### src/logic/sensor_cfg_pkg.sv
// Package with the register map, field layout and reset values of the sensor config bank.
`default_nettype none

package sensor_cfg_pkg;

  // ----------------------------------------------------------------------
  // Bus geometry
  // ----------------------------------------------------------------------
  localparam int ADDR_W = 12;
  localparam int DATA_W = 32;
  localparam int REG_W  = 16;
  localparam int NREG   = 8;

  // ----------------------------------------------------------------------
  // Printed register indices; the byte address is four times the index
  // ----------------------------------------------------------------------
  localparam logic [7:0] IDX_CHARGE_PUMP   = 8'h48;
  localparam logic [7:0] IDX_SPARE_A       = 8'h50;
  localparam logic [7:0] IDX_SPARE_B       = 8'h51;
  localparam logic [7:0] IDX_THERM_CTRL    = 8'h60;
  localparam logic [7:0] IDX_THERM_READ    = 8'h61;
  localparam logic [7:0] IDX_LANE_POWER    = 8'h70;
  localparam logic [7:0] IDX_DARK_CAL      = 8'h80;
  localparam logic [7:0] IDX_OUT_FORMAT    = 8'h81;

  // Storage slots, one per mapped register.
  localparam int SLOT_CHARGE_PUMP = 0;
  localparam int SLOT_SPARE_A     = 1;
  localparam int SLOT_SPARE_B     = 2;
  localparam int SLOT_THERM_CTRL  = 3;
  localparam int SLOT_THERM_READ  = 4;
  localparam int SLOT_LANE_POWER  = 5;
  localparam int SLOT_DARK_CAL    = 6;
  localparam int SLOT_OUT_FORMAT  = 7;

  // ----------------------------------------------------------------------
  // Reset values
  // ----------------------------------------------------------------------
  localparam logic [15:0] RST_CHARGE_PUMP = 16'h1200;
  localparam logic [15:0] RST_SPARE_A     = 16'h0000;
  localparam logic [15:0] RST_SPARE_B     = 16'h0000;
  localparam logic [15:0] RST_THERM_CTRL  = 16'h0000;
  localparam logic [15:0] RST_THERM_READ  = 16'h0000;
  localparam logic [15:0] RST_LANE_POWER  = 16'h0000;
  localparam logic [15:0] RST_DARK_CAL    = 16'h4008;
  localparam logic [15:0] RST_OUT_FORMAT  = 16'hc001;

  // Writable bits of each register; all other bits read as zero, except the thermal reading in the low byte of its register.
  localparam logic [15:0] WMASK_CHARGE_PUMP = 16'h7703;
  localparam logic [15:0] WMASK_SPARE_A     = 16'h03ff;
  localparam logic [15:0] WMASK_SPARE_B     = 16'hffff;
  localparam logic [15:0] WMASK_THERM_CTRL  = 16'h0001;
  localparam logic [15:0] WMASK_THERM_READ  = 16'h0000;
  localparam logic [15:0] WMASK_LANE_POWER  = 16'h0007;
  localparam logic [15:0] WMASK_DARK_CAL    = 16'hffff;
  localparam logic [15:0] WMASK_OUT_FORMAT  = 16'hffff;

  // ----------------------------------------------------------------------
  // Field positions
  // ----------------------------------------------------------------------
  localparam int CP_XFER_EN_BIT   = 0;
  localparam int CP_FD_EN_BIT     = 1;
  localparam int CP_XFER_TRIM_LSB = 8;
  localparam int CP_FD_TRIM_LSB   = 12;
  localparam int TRIM_W           = 3;
  localparam int THERM_EN_BIT     = 0;
  localparam int THERM_W          = 8;
  localparam int LANE_CLK_BIT     = 0;
  localparam int LANE_SYNC_BIT    = 1;
  localparam int LANE_DATA_BIT    = 2;
  localparam int DATA_LANES       = 4;
  localparam int DARK_LEVEL_LSB   = 0;
  localparam int DARK_LEVEL_W     = 8;
  localparam int DARK_AVG_LSB     = 8;
  localparam int DARK_AVG_W       = 3;
  localparam int CRC_SEED_BIT     = 15;

endpackage

`default_nettype wire

### src/logic/sensor_power_and_black_cal_regs.sv
// Sensor power, thermal diode and black-calibration register bank behind an APB slave.
`timescale 1ns/100ps
`default_nettype none

module sensor_power_and_black_cal_regs
  import sensor_cfg_pkg::*;
(
  // Clock and reset
  input  wire logic                                 sys_clk,
  input  wire logic                                 resetn,
  // APB slave
  input  wire logic                                 psel,
  input  wire logic                                 penable,
  input  wire logic                                 pwrite,
  input  wire logic [sensor_cfg_pkg::ADDR_W-1:0]    paddr,
  input  wire logic [sensor_cfg_pkg::DATA_W-1:0]    pwdata,
  output logic      [sensor_cfg_pkg::DATA_W-1:0]    prdata,
  output logic                                      pready,
  output logic                                      pslverr,
  // Thermal diode converter result, asynchronous to sys_clk
  input  wire logic [sensor_cfg_pkg::THERM_W-1:0]   therm_code,
  // Charge pump controls
  output logic                                      pump_xfer_en,
  output logic                                      pump_fd_en,
  output logic      [sensor_cfg_pkg::TRIM_W-1:0]    pump_xfer_trim,
  output logic      [sensor_cfg_pkg::TRIM_W-1:0]    pump_fd_trim,
  // Thermal diode control
  output logic                                      therm_diode_en,
  // Serial lane power, high means powered up
  output logic                                      lane_clk_up,
  output logic                                      lane_sync_up,
  output logic      [sensor_cfg_pkg::DATA_LANES-1:0] lane_data_up,
  // Black calibration and checksum seed
  output logic      [sensor_cfg_pkg::DARK_LEVEL_W-1:0] dark_target,
  output logic      [sensor_cfg_pkg::DARK_AVG_W-1:0]   dark_avg_log2,
  output logic                                      crc_seed_ones
);
  import sensor_cfg_pkg::*;

  // ----------------------------------------------------------------------
  // Register storage
  // ----------------------------------------------------------------------
  logic [REG_W-1:0]      regs_q [NREG];
  logic [REG_W-1:0]      regs_d [NREG];
  logic [DATA_LANES-1:0] lanes_q;
  logic [DATA_LANES-1:0] lanes_d;
  logic [THERM_W-1:0]    therm_s1_q;
  logic [THERM_W-1:0]    therm_s2_q;
  logic [THERM_W-1:0]    therm_s3_q;
  logic                  therm_steady;

  // APB answer registers.
  logic [DATA_W-1:0]     prdata_q;
  logic [DATA_W-1:0]     prdata_d;
  logic                  pready_q;
  logic                  pready_d;
  logic                  pslverr_q;
  logic                  pslverr_d;

  // Decode results.
  logic                  hit;
  logic [2:0]            slot;
  logic                  wr_fire;

  // Reset value and writable mask per slot, indexed by slot number.
  function automatic logic [REG_W-1:0] rst_val(input logic [2:0] s);
    unique case (s)
      3'h0: rst_val = RST_CHARGE_PUMP;
      3'h1: rst_val = RST_SPARE_A;
      3'h2: rst_val = RST_SPARE_B;
      3'h3: rst_val = RST_THERM_CTRL;
      3'h4: rst_val = RST_THERM_READ;
      3'h5: rst_val = RST_LANE_POWER;
      3'h6: rst_val = RST_DARK_CAL;
      3'h7: rst_val = RST_OUT_FORMAT;
    endcase
  endfunction

  function automatic logic [REG_W-1:0] wmask(input logic [2:0] s);
    unique case (s)
      3'h0: wmask = WMASK_CHARGE_PUMP;
      3'h1: wmask = WMASK_SPARE_A;
      3'h2: wmask = WMASK_SPARE_B;
      3'h3: wmask = WMASK_THERM_CTRL;
      3'h4: wmask = WMASK_THERM_READ;
      3'h5: wmask = WMASK_LANE_POWER;
      3'h6: wmask = WMASK_DARK_CAL;
      3'h7: wmask = WMASK_OUT_FORMAT;
    endcase
  endfunction

  // ----------------------------------------------------------------------
  // Address decode
  // ----------------------------------------------------------------------
  // Word-aligned accesses only; a misaligned or unknown address is an error.
  always_comb begin
    hit  = 1'b0;
    slot = 3'h0;
    if (paddr[1:0] == 2'h0 && paddr[ADDR_W-1:10] == '0) begin
      hit = 1'b1;
      unique case (paddr[9:2])
        IDX_CHARGE_PUMP: slot = 3'(SLOT_CHARGE_PUMP);
        IDX_SPARE_A:     slot = 3'(SLOT_SPARE_A);
        IDX_SPARE_B:     slot = 3'(SLOT_SPARE_B);
        IDX_THERM_CTRL:  slot = 3'(SLOT_THERM_CTRL);
        IDX_THERM_READ:  slot = 3'(SLOT_THERM_READ);
        IDX_LANE_POWER:  slot = 3'(SLOT_LANE_POWER);
        IDX_DARK_CAL:    slot = 3'(SLOT_DARK_CAL);
        IDX_OUT_FORMAT:  slot = 3'(SLOT_OUT_FORMAT);
        default:         hit  = 1'b0;
      endcase
    end
  end

  // A write lands only at the edge where the master sees pready high.
  assign wr_fire = psel & penable & pready_q & pwrite & hit;

  // ----------------------------------------------------------------------
  // APB answer path
  // ----------------------------------------------------------------------
  // One wait state keeps prdata, pready and pslverr straight from flops.
  always_comb begin
    pready_d  = psel & penable & ~pready_q;
    prdata_d  = prdata_q;
    pslverr_d = 1'b0;
    if (pready_d) begin
      prdata_d  = '0;
      pslverr_d = ~hit;
      if (hit && !pwrite) begin
        prdata_d = {{(DATA_W-REG_W){1'b0}}, regs_q[slot]};
      end
    end
  end

  always_ff @(posedge sys_clk) begin
    if (!resetn) begin
      prdata_q  <= '0;
      pready_q  <= 1'b0;
      pslverr_q <= 1'b0;
    end else begin
      prdata_q  <= prdata_d;
      pready_q  <= pready_d;
      pslverr_q <= pslverr_d;
    end
  end

  // ----------------------------------------------------------------------
  // Register file
  // ----------------------------------------------------------------------
  // Only masked bits take the write, so undefined bits stay zero. Writes to the
  // read-only thermal reading are accepted without effect; its mask is empty.
  always_comb begin
    for (int i = 0; i < NREG; i++) begin
      regs_d[i] = regs_q[i];
    end
    lanes_d = lanes_q;
    if (wr_fire) begin
      // Bits outside the mask keep their stored value, so the read-only reading
      // and the always-zero bits cannot be disturbed by a host write.
      regs_d[slot] = (regs_q[slot] & ~wmask(slot))
                     | (pwdata[REG_W-1:0] & wmask(slot));
      if (slot == 3'(SLOT_LANE_POWER)) begin
        lanes_d = {DATA_LANES{pwdata[LANE_DATA_BIT]}};
      end
    end
    // The reading follows the diode only while it is powered; it freezes
    // otherwise so software sees the last valid conversion.
    if (regs_q[SLOT_THERM_CTRL][THERM_EN_BIT] && therm_steady) begin
      regs_d[SLOT_THERM_READ] = {{(REG_W-THERM_W){1'b0}}, therm_s3_q};
    end
  end

  always_ff @(posedge sys_clk) begin
    if (!resetn) begin
      for (int i = 0; i < NREG; i++) begin
        regs_q[i] <= rst_val(3'(i));
      end
      lanes_q <= '0;
    end else begin
      for (int i = 0; i < NREG; i++) begin
        regs_q[i] <= regs_d[i];
      end
      lanes_q <= lanes_d;
    end
  end

  // ----------------------------------------------------------------------
  // Thermal code synchroniser
  // ----------------------------------------------------------------------
  // Multi-bit code is taken through two flops; a third copy lets the reading
  // move only when two successive samples agree, so a code caught mid-change
  // is never stored. The converter must still hold each code for some cycles.
  always_ff @(posedge sys_clk) begin
    if (!resetn) begin
      therm_s1_q <= '0;
      therm_s2_q <= '0;
      therm_s3_q <= '0;
    end else begin
      therm_s1_q <= therm_code;
      therm_s2_q <= therm_s1_q;
      therm_s3_q <= therm_s2_q;
    end
  end

  // Only the second stage and its copy are compared; the first may be metastable.
  assign therm_steady = (therm_s2_q == therm_s3_q);

  // ----------------------------------------------------------------------
  // Outputs, all straight from flops
  // ----------------------------------------------------------------------
  assign prdata         = prdata_q;
  assign pready         = pready_q;
  assign pslverr        = pslverr_q;
  assign pump_xfer_en   = regs_q[SLOT_CHARGE_PUMP][CP_XFER_EN_BIT];
  assign pump_fd_en     = regs_q[SLOT_CHARGE_PUMP][CP_FD_EN_BIT];
  assign pump_xfer_trim = regs_q[SLOT_CHARGE_PUMP][CP_XFER_TRIM_LSB +: TRIM_W];
  assign pump_fd_trim   = regs_q[SLOT_CHARGE_PUMP][CP_FD_TRIM_LSB +: TRIM_W];
  assign therm_diode_en = regs_q[SLOT_THERM_CTRL][THERM_EN_BIT];
  assign lane_clk_up    = regs_q[SLOT_LANE_POWER][LANE_CLK_BIT];
  assign lane_sync_up   = regs_q[SLOT_LANE_POWER][LANE_SYNC_BIT];
  assign lane_data_up   = lanes_q;
  assign dark_target    = regs_q[SLOT_DARK_CAL][DARK_LEVEL_LSB +: DARK_LEVEL_W];
  assign dark_avg_log2  = regs_q[SLOT_DARK_CAL][DARK_AVG_LSB +: DARK_AVG_W];
  assign crc_seed_ones  = regs_q[SLOT_DARK_CAL][CRC_SEED_BIT];

  // ----------------------------------------------------------------------
  // Assertions
  // ----------------------------------------------------------------------
  logic in_reset_q;

  always_ff @(posedge sys_clk) begin
    in_reset_q <= ~resetn;
  end
endmodule

`default_nettype wire

### config.mk
export PLATFORM = sky130hd
export DESIGN_NAME = sensor_power_and_black_cal_regs
export DESIGN_NICKNAME = d
export VERILOG_FILES = /design/src/logic/sensor_cfg_pkg.sv /design/src/logic/sensor_power_and_black_cal_regs.sv
export SDC_FILE = /design/constraint.sdc
export NUM_CORES = 1
export LEC_CHECK = 0
export ABC_AREA = 0
export BUFFER_PORTS_ARGS = -buffer_cell sky130_fd_sc_hd__buf_2
export CORE_MARGIN = 2
export CORE_UTILIZATION = 57
export DETAILED_ROUTE_END_ITERATION = 6
export PLACE_DENSITY_LB_ADDON = 0.08
export SLEW_MARGIN = 20
export SYNTH_ARGS = -nofsm -noshare
export SYNTH_HDL_FRONTEND = slang
export SYNTH_SLANG_ARGS = --single-unit
### constraint.sdc
create_clock -name sys_clk -period 3.3 [get_ports sys_clk]
set_clock_uncertainty 0.2 [all_clocks]
set_input_delay 0.165 -clock sys_clk [delete_from_list [all_inputs] [get_ports sys_clk]]
set_output_delay 0.165 -clock sys_clk [all_outputs]
set_load 0.01 [all_outputs]
== After elaboration in Yosys (flattened, before gate mapping) ==
Memories as Yosys holds them, arrays and structs flattened.
Cells that the tools add are included.
Operators by class
  $lt $le $gt $ge: 2
  multiplexer cells: 26
  reductions and logical operators: 10
  equality and inequality tests: 10
  bitwise gates (word level): 20
Operators with widths (number)
  $mux 16: 17
  $bwmux 128: 1
  $mux 128: 1
  $demux 16 s3: 1
  $eq 8x7->1 const B: 6
  $and 16x16->16: 2
  $pmux 3 s7: 1
  $eq 8x8->1 const B: 2
  $not 16->16: 1
  $or 16x16->16: 1
  $eq 8x8->1: 1
  $or 1x1->1: 8
  $reduce_or 8->1: 1
  $and 1x1->1: 5
  $ge 4x4->1 const B: 1
  $logic_and 1x1->1: 4
  $logic_not 2->1: 2
  $lt 4x1->1 const B: 1
  $mux 1: 4
  $not 3->4: 1
  $reduce_and 2->1: 2
  $eq 3x3->1 const B: 1
  $mux 3: 1
  $not 1->1: 2
  $logic_not 1->1: 1
Storage, ports and cells
  bits of input ports: 57
  output and inout bits: 61
  memory bits (read-only): 256
  word-level logic and storage cells: 78
  RAM bits: 128
  memories kept: 3
  register bits: 59
Memories
  (name not given): depth 8, width 16, rd ports 1, clocked after Yosys merged registers in 0, wr ports 0, RTL line sensor_power_and_black_cal_regs.sv:80  | unique case (s)
  (name not given): depth 8, width 16, rd ports 1, clocked after Yosys merged registers in 0, wr ports 0, RTL line sensor_power_and_black_cal_regs.sv:80
  regs_q: depth 8, width 16, rd ports 9, clocked after Yosys merged registers in 0, wr ports 8, RTL line sensor_power_and_black_cal_regs.sv:43  | logic [REG_W-1:0] regs_q [NREG];

== Logic depth before layout (Yosys ltp) ==
Gate-level depths: netlist of the first run.
  depth in word-level cells: 13
  gate-level depth with buffers: 12
  mapped depth without buffers: 11

== Worst setup path after synthesis of the first run ==
OpenSTA, ideal clock, no wires.
  path kind: in2reg
  start: input paddr[6] in the netlist's numbering
  end: memory regs_q[5][2]
  slack: 0.723 ns
  data arrival time: 2.245 ns
  library setup time: 0.132 ns
  data required time: 2.968 ns
  buffers on the path: 1
  stages on the path: 11
  cells stage by stage: or3b_2 > a21oi_2 > nor2_1 > nor2_2 > inv_1 > ha_1 > o21ai_2 > nand2b_1 > clkbuf_1 > o2111ai_1 > a21oi_1
RTL lines
  start: declaration: RTL line sensor_power_and_black_cal_regs.sv:15  | input wire logic [sensor_cfg_pkg::ADDR_W-1:0] paddr,
  end: declaration: RTL line sensor_power_and_black_cal_regs.sv:43

==> results of run 1 <==
## power by group
part / total (mW) / internal [mW] / leakage (nW) / switching, mW
sequential: 2.08 / 2.08 / 1.38 / 0.00542
clock: 1.98 / 1.08 / 0.279 / 0.899
combinational: 0.276 / 0.0963 / 2.15 / 0.180
total: 4.34 / 3.26 / 3.81 / 1.08
## repair_timing
| item | 4_1_cts | 5_1_grt |
|---|---|---|
| setup buffers | 0 | 0 |
| hold buffers | 25 | 0 |
| hold endpoints to repair | 55 | 0 |
## cells in the mapped netlist, types with 6 or more instances
| cell type | count | share of area [%] |
|---|---|---|
| a211oi_1 | 19 | 1.7 |
| a21oi_1 | 73 | 4.4 |
| a22oi_1 | 9 | 0.82 |
| a31oi_1 | 6 | 0.46 |
| a32oi_1 | 10 | 1.1 |
| and2_1 | 52 | 4.0 |
| and3_1 | 12 | 0.91 |
| buf_2 | 20 | 1.2 |
| buf_4 | 41 | 3.7 |
| clkbuf_1 | 28 | 1.3 |
| dfxtp_1 | 171 | 42 |
| inv_1 | 6 | 0.27 |
| mux2i_1 | 16 | 2.0 |
| nand2_1 | 112 | 5.1 |
| nand2b_1 | 9 | 0.69 |
| nand3_1 | 37 | 2.3 |
| nand4_1 | 20 | 1.5 |
| nor2_1 | 57 | 2.6 |
| nor2_2 | 6 | 0.46 |
| nor3_1 | 17 | 1.0 |
| o211ai_1 | 22 | 2.0 |
| o21ai_0 | 47 | 2.9 |
| o22ai_1 | 11 | 0.84 |
| o31ai_1 | 12 | 1.1 |
| o32ai_1 | 8 | 0.85 |
| xor2_1 | 8 | 0.85 |
## sequential cells by signal (all words and copies together), names as in the netlist
register      count
pslverr           1
regs_q          128
pready            1
therm_s3_q        8
therm_s2_q        8
lane_data_up      1
prdata           16
therm_s1_q        8
## metal layers
metal | part of all wire (%) | up-vias | GRT usage [%]
li1 | - | 3649 | -
met1 | 42 | 3749 | 55.1
met2 | 42 | 546 | 57.2
met3 | 12 | 87 | 9.80
met4 | 4.7 | 0 | 18.5
met5 | 0 | - | 0
## area by class of cell
cell class	instances	area share, %
clock inverter	12	1.30
tap	180	2.30
timing repair buffer	186	12.7
inverter	8	0.307
sequential	171	35.0
clock buffer	20	4.57
multi-input combinational	687	43.8
## worst paths after layout
path | startpoint | endpoint | slack, ns | cells after the start
min reg2reg | prdata[7]$_SDFFE_PN0P_ | prdata[7]$_SDFFE_PN0P_ | 0.24 | 2
min | psel | prdata[2]$_SDFFE_PN0P_ | 0.04 | 5
max | paddr[7] | regs_q[7][15]$_SDFFE_PN1P_ | 0.44 | 11
max reg2reg | pready$_SDFF_PN0_ | regs_q[7][15]$_SDFFE_PN1P_ | 0.94 | 6
## cells by family (layout without fill, tap and decap cells)
group           count (synthesis)  after routing  synth area share, %
fa+ha+maj                       4              4                0.610
flops                         171            171                 41.7
buf+inv                        99            226                 6.81
mux                            20             20                 2.50
compound gates                266            266                 22.8
other cells                     1             16               0.0457
simple gates                  370            370                 24.4
xor+xnor                       11             11                 1.17
## worst min-delay path, stage by stage
cell and delay, ns:
buf_2 0.11, nand2_1 0.07, or2_2 0.13, nand2_1 0.06, a21oi_1 0.10
## layout by cell type (no fill, tap or decap), drive strengths merged, types with 7 or more instances in the layout
cell type	netlist	routed
nand4	20	20
xor2	8	8
nand3	38	38
and2	52	52
conb	1	16
and3	12	12
dfxtp	171	171
o21ai	50	50
nand2	114	114
buf	62	161
o211ai	22	22
o31ai	12	12
dlygate4sd3	0	25
nor2	63	63
nor3	24	24
or2	7	7
o32ai	8	8
inv	7	15
a2111oi	7	7
a21oi	77	77
mux2i	16	16
a32oi	10	10
nand2b	9	9
a31oi	7	7
a22oi	10	10
nor4	8	8
o22ai	11	11
a211oi	20	20
clkbuf	29	20
==> reports/qor.txt, run 1 <==
outcome - completed
post-synth cell types - 90
maximum root-to-sink buffer count - 2
critical path's slowest cell - nor4b_4
endpoints failing hold - 0
critical path launch point type - input port
Setup WS post-layout - 0.441 ns
Filler cells - 1181
Tcrit/Tclk final - 86.6%
via count - 8031
post-DP HPWL - 21.4 mm
Critical Path, Cell by Cell - buf_2 > nor4b_4 > a22oi_2 > nor2_2 > inv_2 > ha_1 > o21ai_0 > buf_4 > nor2_1 > o211ai_1 > dlygate4sd3_1
Syn Area/Cell - 8.72 um^2
drt first-iter violations - 1144
Post-CTS Resized - 0
htree depth - 4
# nets final - 1132
Avg WL per Cell - 23.5 um
CORE AREA - 0.0140 mm^2
dpl cells - 1207
Largest delay share family, worst path - buffers and inverters
CP max stage delay - 0.57 ns
Chip Height - 124 um
DIE AREA - 0.0154 mm^2
post-layout minimum cycle time - 2.86 ns
drt via density - 6.35
Post-Syn Instances - 942
CP Capture Type - flip-flop
CTS tree - built
Layout area overhead - 19.2%
Critical Path RT - 3.48 ns
Critical Path AT - 3.03 ns
asr flop ratio synth - 0%
Placed Area - 0.00896 mm^2
gpl congestion - 1.01
CP Class - in2reg
Pleak - 3.81 nW
final setup fails - 0
PwrDens - 444 mW/mm^2
largest net degree at the start of global routing - 60
Worst Path Buf+Inv - 4
Worst-Margin Slew - 1.06 ns
First-pass DRT Iterations - 6
area of the multi-input gates - 0.00429 mm^2
Slew HR - 28.5%
CP max FO - 22
vias in the first global route - 7308
total negative slack - 0 ns
proportion of layout cells with a drive suffix above 1 - 22.2%
Max VDD drop - 563 uV
IO Port Bufs - 85
Slew Viols, Final - 0
DRC - 0
post-synthesis sequential area ratio - 41.7%
initial antenna violation count - 0
first-pass GRT wire length - 43.9 mm
Antenna Violating Nets Remaining - 0
Initial Util - 58.7%
final core occ - 69.9%
Die X - 124 um
TritonCTS Sinks - 171
total track usage - 39.5%
Core Rows - 43
Reg clk slew, reported paths - 0.07 ns
total CTS buffers - 17
Peak Freq - 350 MHz
Yosys warning total - 0
hold crit path type - in2reg
#FFs+latches synth - 171
MaxCap Viol Count - 0
n_diodes - 0
non-filler instance count after layout - 1264
final hold slack - 0.0377 ns
root buffer cell - clkbuf_16
# IOs - 118
RSZ-0062 raised after global routing - no
gr ovfl total - 0
post-route cell area - 0.00978 mm^2
Pwr Total - 4.34 mW
clock latency on the worst-skew pair - 0.44 ns
Place WS - 0.177 ns
final wirelength - 29.7 mm
main flop type after synthesis - dfxtp_1
number of synthesized flops with an enable pin - 0
Register Area - 0.00342 mm^2
Mapped Area - 0.00821 mm^2
No activity file was read; power rests on OpenSTA's default activity.
==> run 2: changes to the inputs <==
--- a/config.mk
+++ b/config.mk
@@ -10,6 +10,7 @@
 export CORE_MARGIN = 2
 export CORE_UTILIZATION = 57
 export DETAILED_ROUTE_END_ITERATION = 6
+export GPL_TIMING_DRIVEN = 0
 export PLACE_DENSITY_LB_ADDON = 0.08
 export SLEW_MARGIN = 20
 export SYNTH_ARGS = -nofsm -noshare
==> run 2 against run 1 <==
Against the previous run: the run now ends with DRC left; first-iteration DRC count increased by 33%; die area stayed put; clock power rose by 12%; non-clock buffer count rose by 15; critical path type unchanged; critical endpoint is now regs_q[7][11]$_SDFFE_PN0P_.
==> reports/qor.txt, run 2 (same netlist as run 1, synthesis figures left out) <==
# nets final - 1147
Max VDD drop - 459 uV
Core Rows - 43
Biggest register - regs_q
Slew Viols, Final - 0
CP Class - in2reg
Critical Path RT - 3.39 ns
DIE AREA - 0.0154 mm^2
Peak Freq - 308 MHz
Place WS - -0.357 ns
critical path launch point type - input port
FF-to-FF Start - pready$_SDFF_PN0_
Reg clk slew, reported paths - 0.08 ns
MaxCap Viol Count - 0
drt first-iter violations - 1519
First-pass DRT Iterations - 7
htree depth - 4
CP max FO - 10
switching share of power - 26.8%
gr ovfl total - 0
Layout area overhead - 20.3%
worst hold start - psel
largest net degree at the start of global routing - 21
via count - 8378
Initial Util - 58.7%
maximum root-to-sink buffer count - 2
total CTS buffers - 17
CP max stage delay - 0.84 ns
Largest delay share family, worst path - simple AND/OR/NAND/NOR gates
Worst Path Buf+Inv - 1
Psw - 1.23 mW
endpoints failing hold - 0
Worst-Margin Slew - 1.09 ns
# IOs - 118
total track usage - 42.3%
Crit path top cell by count - nor2_1
first-pass GRT wire length - 46.4 mm
IO Port Bufs - 84
final wirelength - 32.1 mm
gpl congestion - 1.06
Pwr Total - 4.60 mW
commonest non-fill, non-tap cell in the layout - dfxtp_1
CP Capture Type - flip-flop
drt via density - 6.55
clock latency on the worst-skew pair - 0.44 ns
Setup WS post-layout - 0.0579 ns
post-layout minimum cycle time - 3.24 ns
Critical Path Source - paddr[1]
post-DP HPWL - 22.9 mm
number of flip-flops under the largest register name - 128
outcome - finished with violations
Die X - 124 um
vias in the first global route - 7514
DRC - 1
Clk network pwr share - 48.2%
Slew HR - 26.8%
Critical Path, Cell by Cell - buf_2 > nor4_4 > nand2_2 > nor2_1 > o21ai_0 > nor2_1 > a211oi_1
TritonCTS Sinks - 171
CORE AREA - 0.0140 mm^2
root buffer cell - clkbuf_16
Antenna Violating Nets Remaining - 0
Pleak - 3.83 nW
hold crit path type - in2reg
sequential power share - 45.2%
proportion of layout cells with a drive suffix above 1 - 21.6%
initial antenna violation count - 1
Chip Height - 124 um
RSZ-0062 raised after global routing - no
most frequent cells in the layout - 171 x dfxtp_1, 112 x nand2_1, 104 x buf_2
violated checks - DRC
Avg WL per Cell - 25.1 um
Pint - 3.37 mW
final setup fails - 0
critical path's slowest cell - nor2_1
CTS tree - built
combinational fraction of design power - 6.6%
Critical Path AT - 3.33 ns
Tcrit/Tclk final - 98.2%
PwrDens - 465 mW/mm^2
## run 2: cell types whose count changed in the layout (fill, tap and decap cells not counted), moves of 6 or more
| cell | delta |
|---|---|
| inv_6 | -6 |
| buf_4 | -35 |
| clkinv_8 | +7 |
| buf_2 | +19 |
| clkbuf_1 | +26 |
## run 2: final cells by class
class                      count  area (um^2)
antenna                        1         2.50
buffer                        91          529
clock buffer                  17          425
clock inverter                15          240
fill                        1170         4110
inverter                       8         30.0
multi-input combinational    687         4330
sequential                   171         3420
tap                          180          225
timing repair buffer         110          681
## run 2: routing by layer
metal,vias up,wire length (um),track usage (%)
met5,-,0,0
met3,155,4590,14.9
li1,3676,-,-
met2,672,13200,60.4
met4,0,2110,23.2
met1,3875,12300,55.7
## run 2: timing repair
item / 4_1_cts / 5_1_grt
endpoints found under the setup margin: 0 / 26
gates resized for setup: 0 / 3
endpoints found under the hold margin: 55 / 3
buffers inserted: 0 / 0
hold buffers: 25 / 1
## run 2: metrics by stage
step | utilization, % | std cells | instance area [um^2] | hold slack (ns) | setup TNS, ns
2_1_floorplan | - | 957 | 8270 | 0.0923 | 0
3_3_place_gp | 63.7 | 1221 | 8910 | 0.171 | -19.69
3_5_place_dp | 63.9 | 1221 | 8930 | 0.174 | -11.77
4_1_cts | 70.4 | 1278 | 9850 | 0.0123 | 0
5_1_grt | 70.6 | 1279 | 9880 | 0.0665 | 0
6_report | 70.6 | 1280 | 9880 | 0.0256 | 0
## run 2: power by group through the flow
| stage | logic, mW | clock network (mW) | registers [mW] |
|---|---|---|---|
| 3_3_place_gp | 0.265 | 0 | 2.13 |
| 3_5_place_dp | 0.267 | 0 | 2.13 |
| 5_1_grt | 0.319 | 2.29 | 2.08 |
| 4_1_cts | 0.291 | 2.21 | 2.08 |
| 2_1_floorplan | 0.160 | 0 | 2.13 |
| 6_report | 0.305 | 2.22 | 2.08 |
## run 2: worst reg2reg max path: cells and delay by family (launching register included)
| family | cells | cell delay, ns |
|---|---|---|
| flip-flops | 1 | 0.38 |
| AND/OR/NAND/NOR | 4 | 1.85 |
| AO/OA/AOI/OAI | 1 | 0.10 |
## run 2: path summary, 6_finish.rpt
check	end	slack, ns	depth (start not counted)
max	regs_q[7][11]$_SDFFE_PN0P_	0.06	7
min	prdata[4]$_SDFFE_PN0P_	0.03	5
max reg2reg	regs_q[0][12]$_SDFFE_PN1P_	0.61	5
min reg2reg	therm_s2_q[4]$_SDFF_PN0_	0.24	1
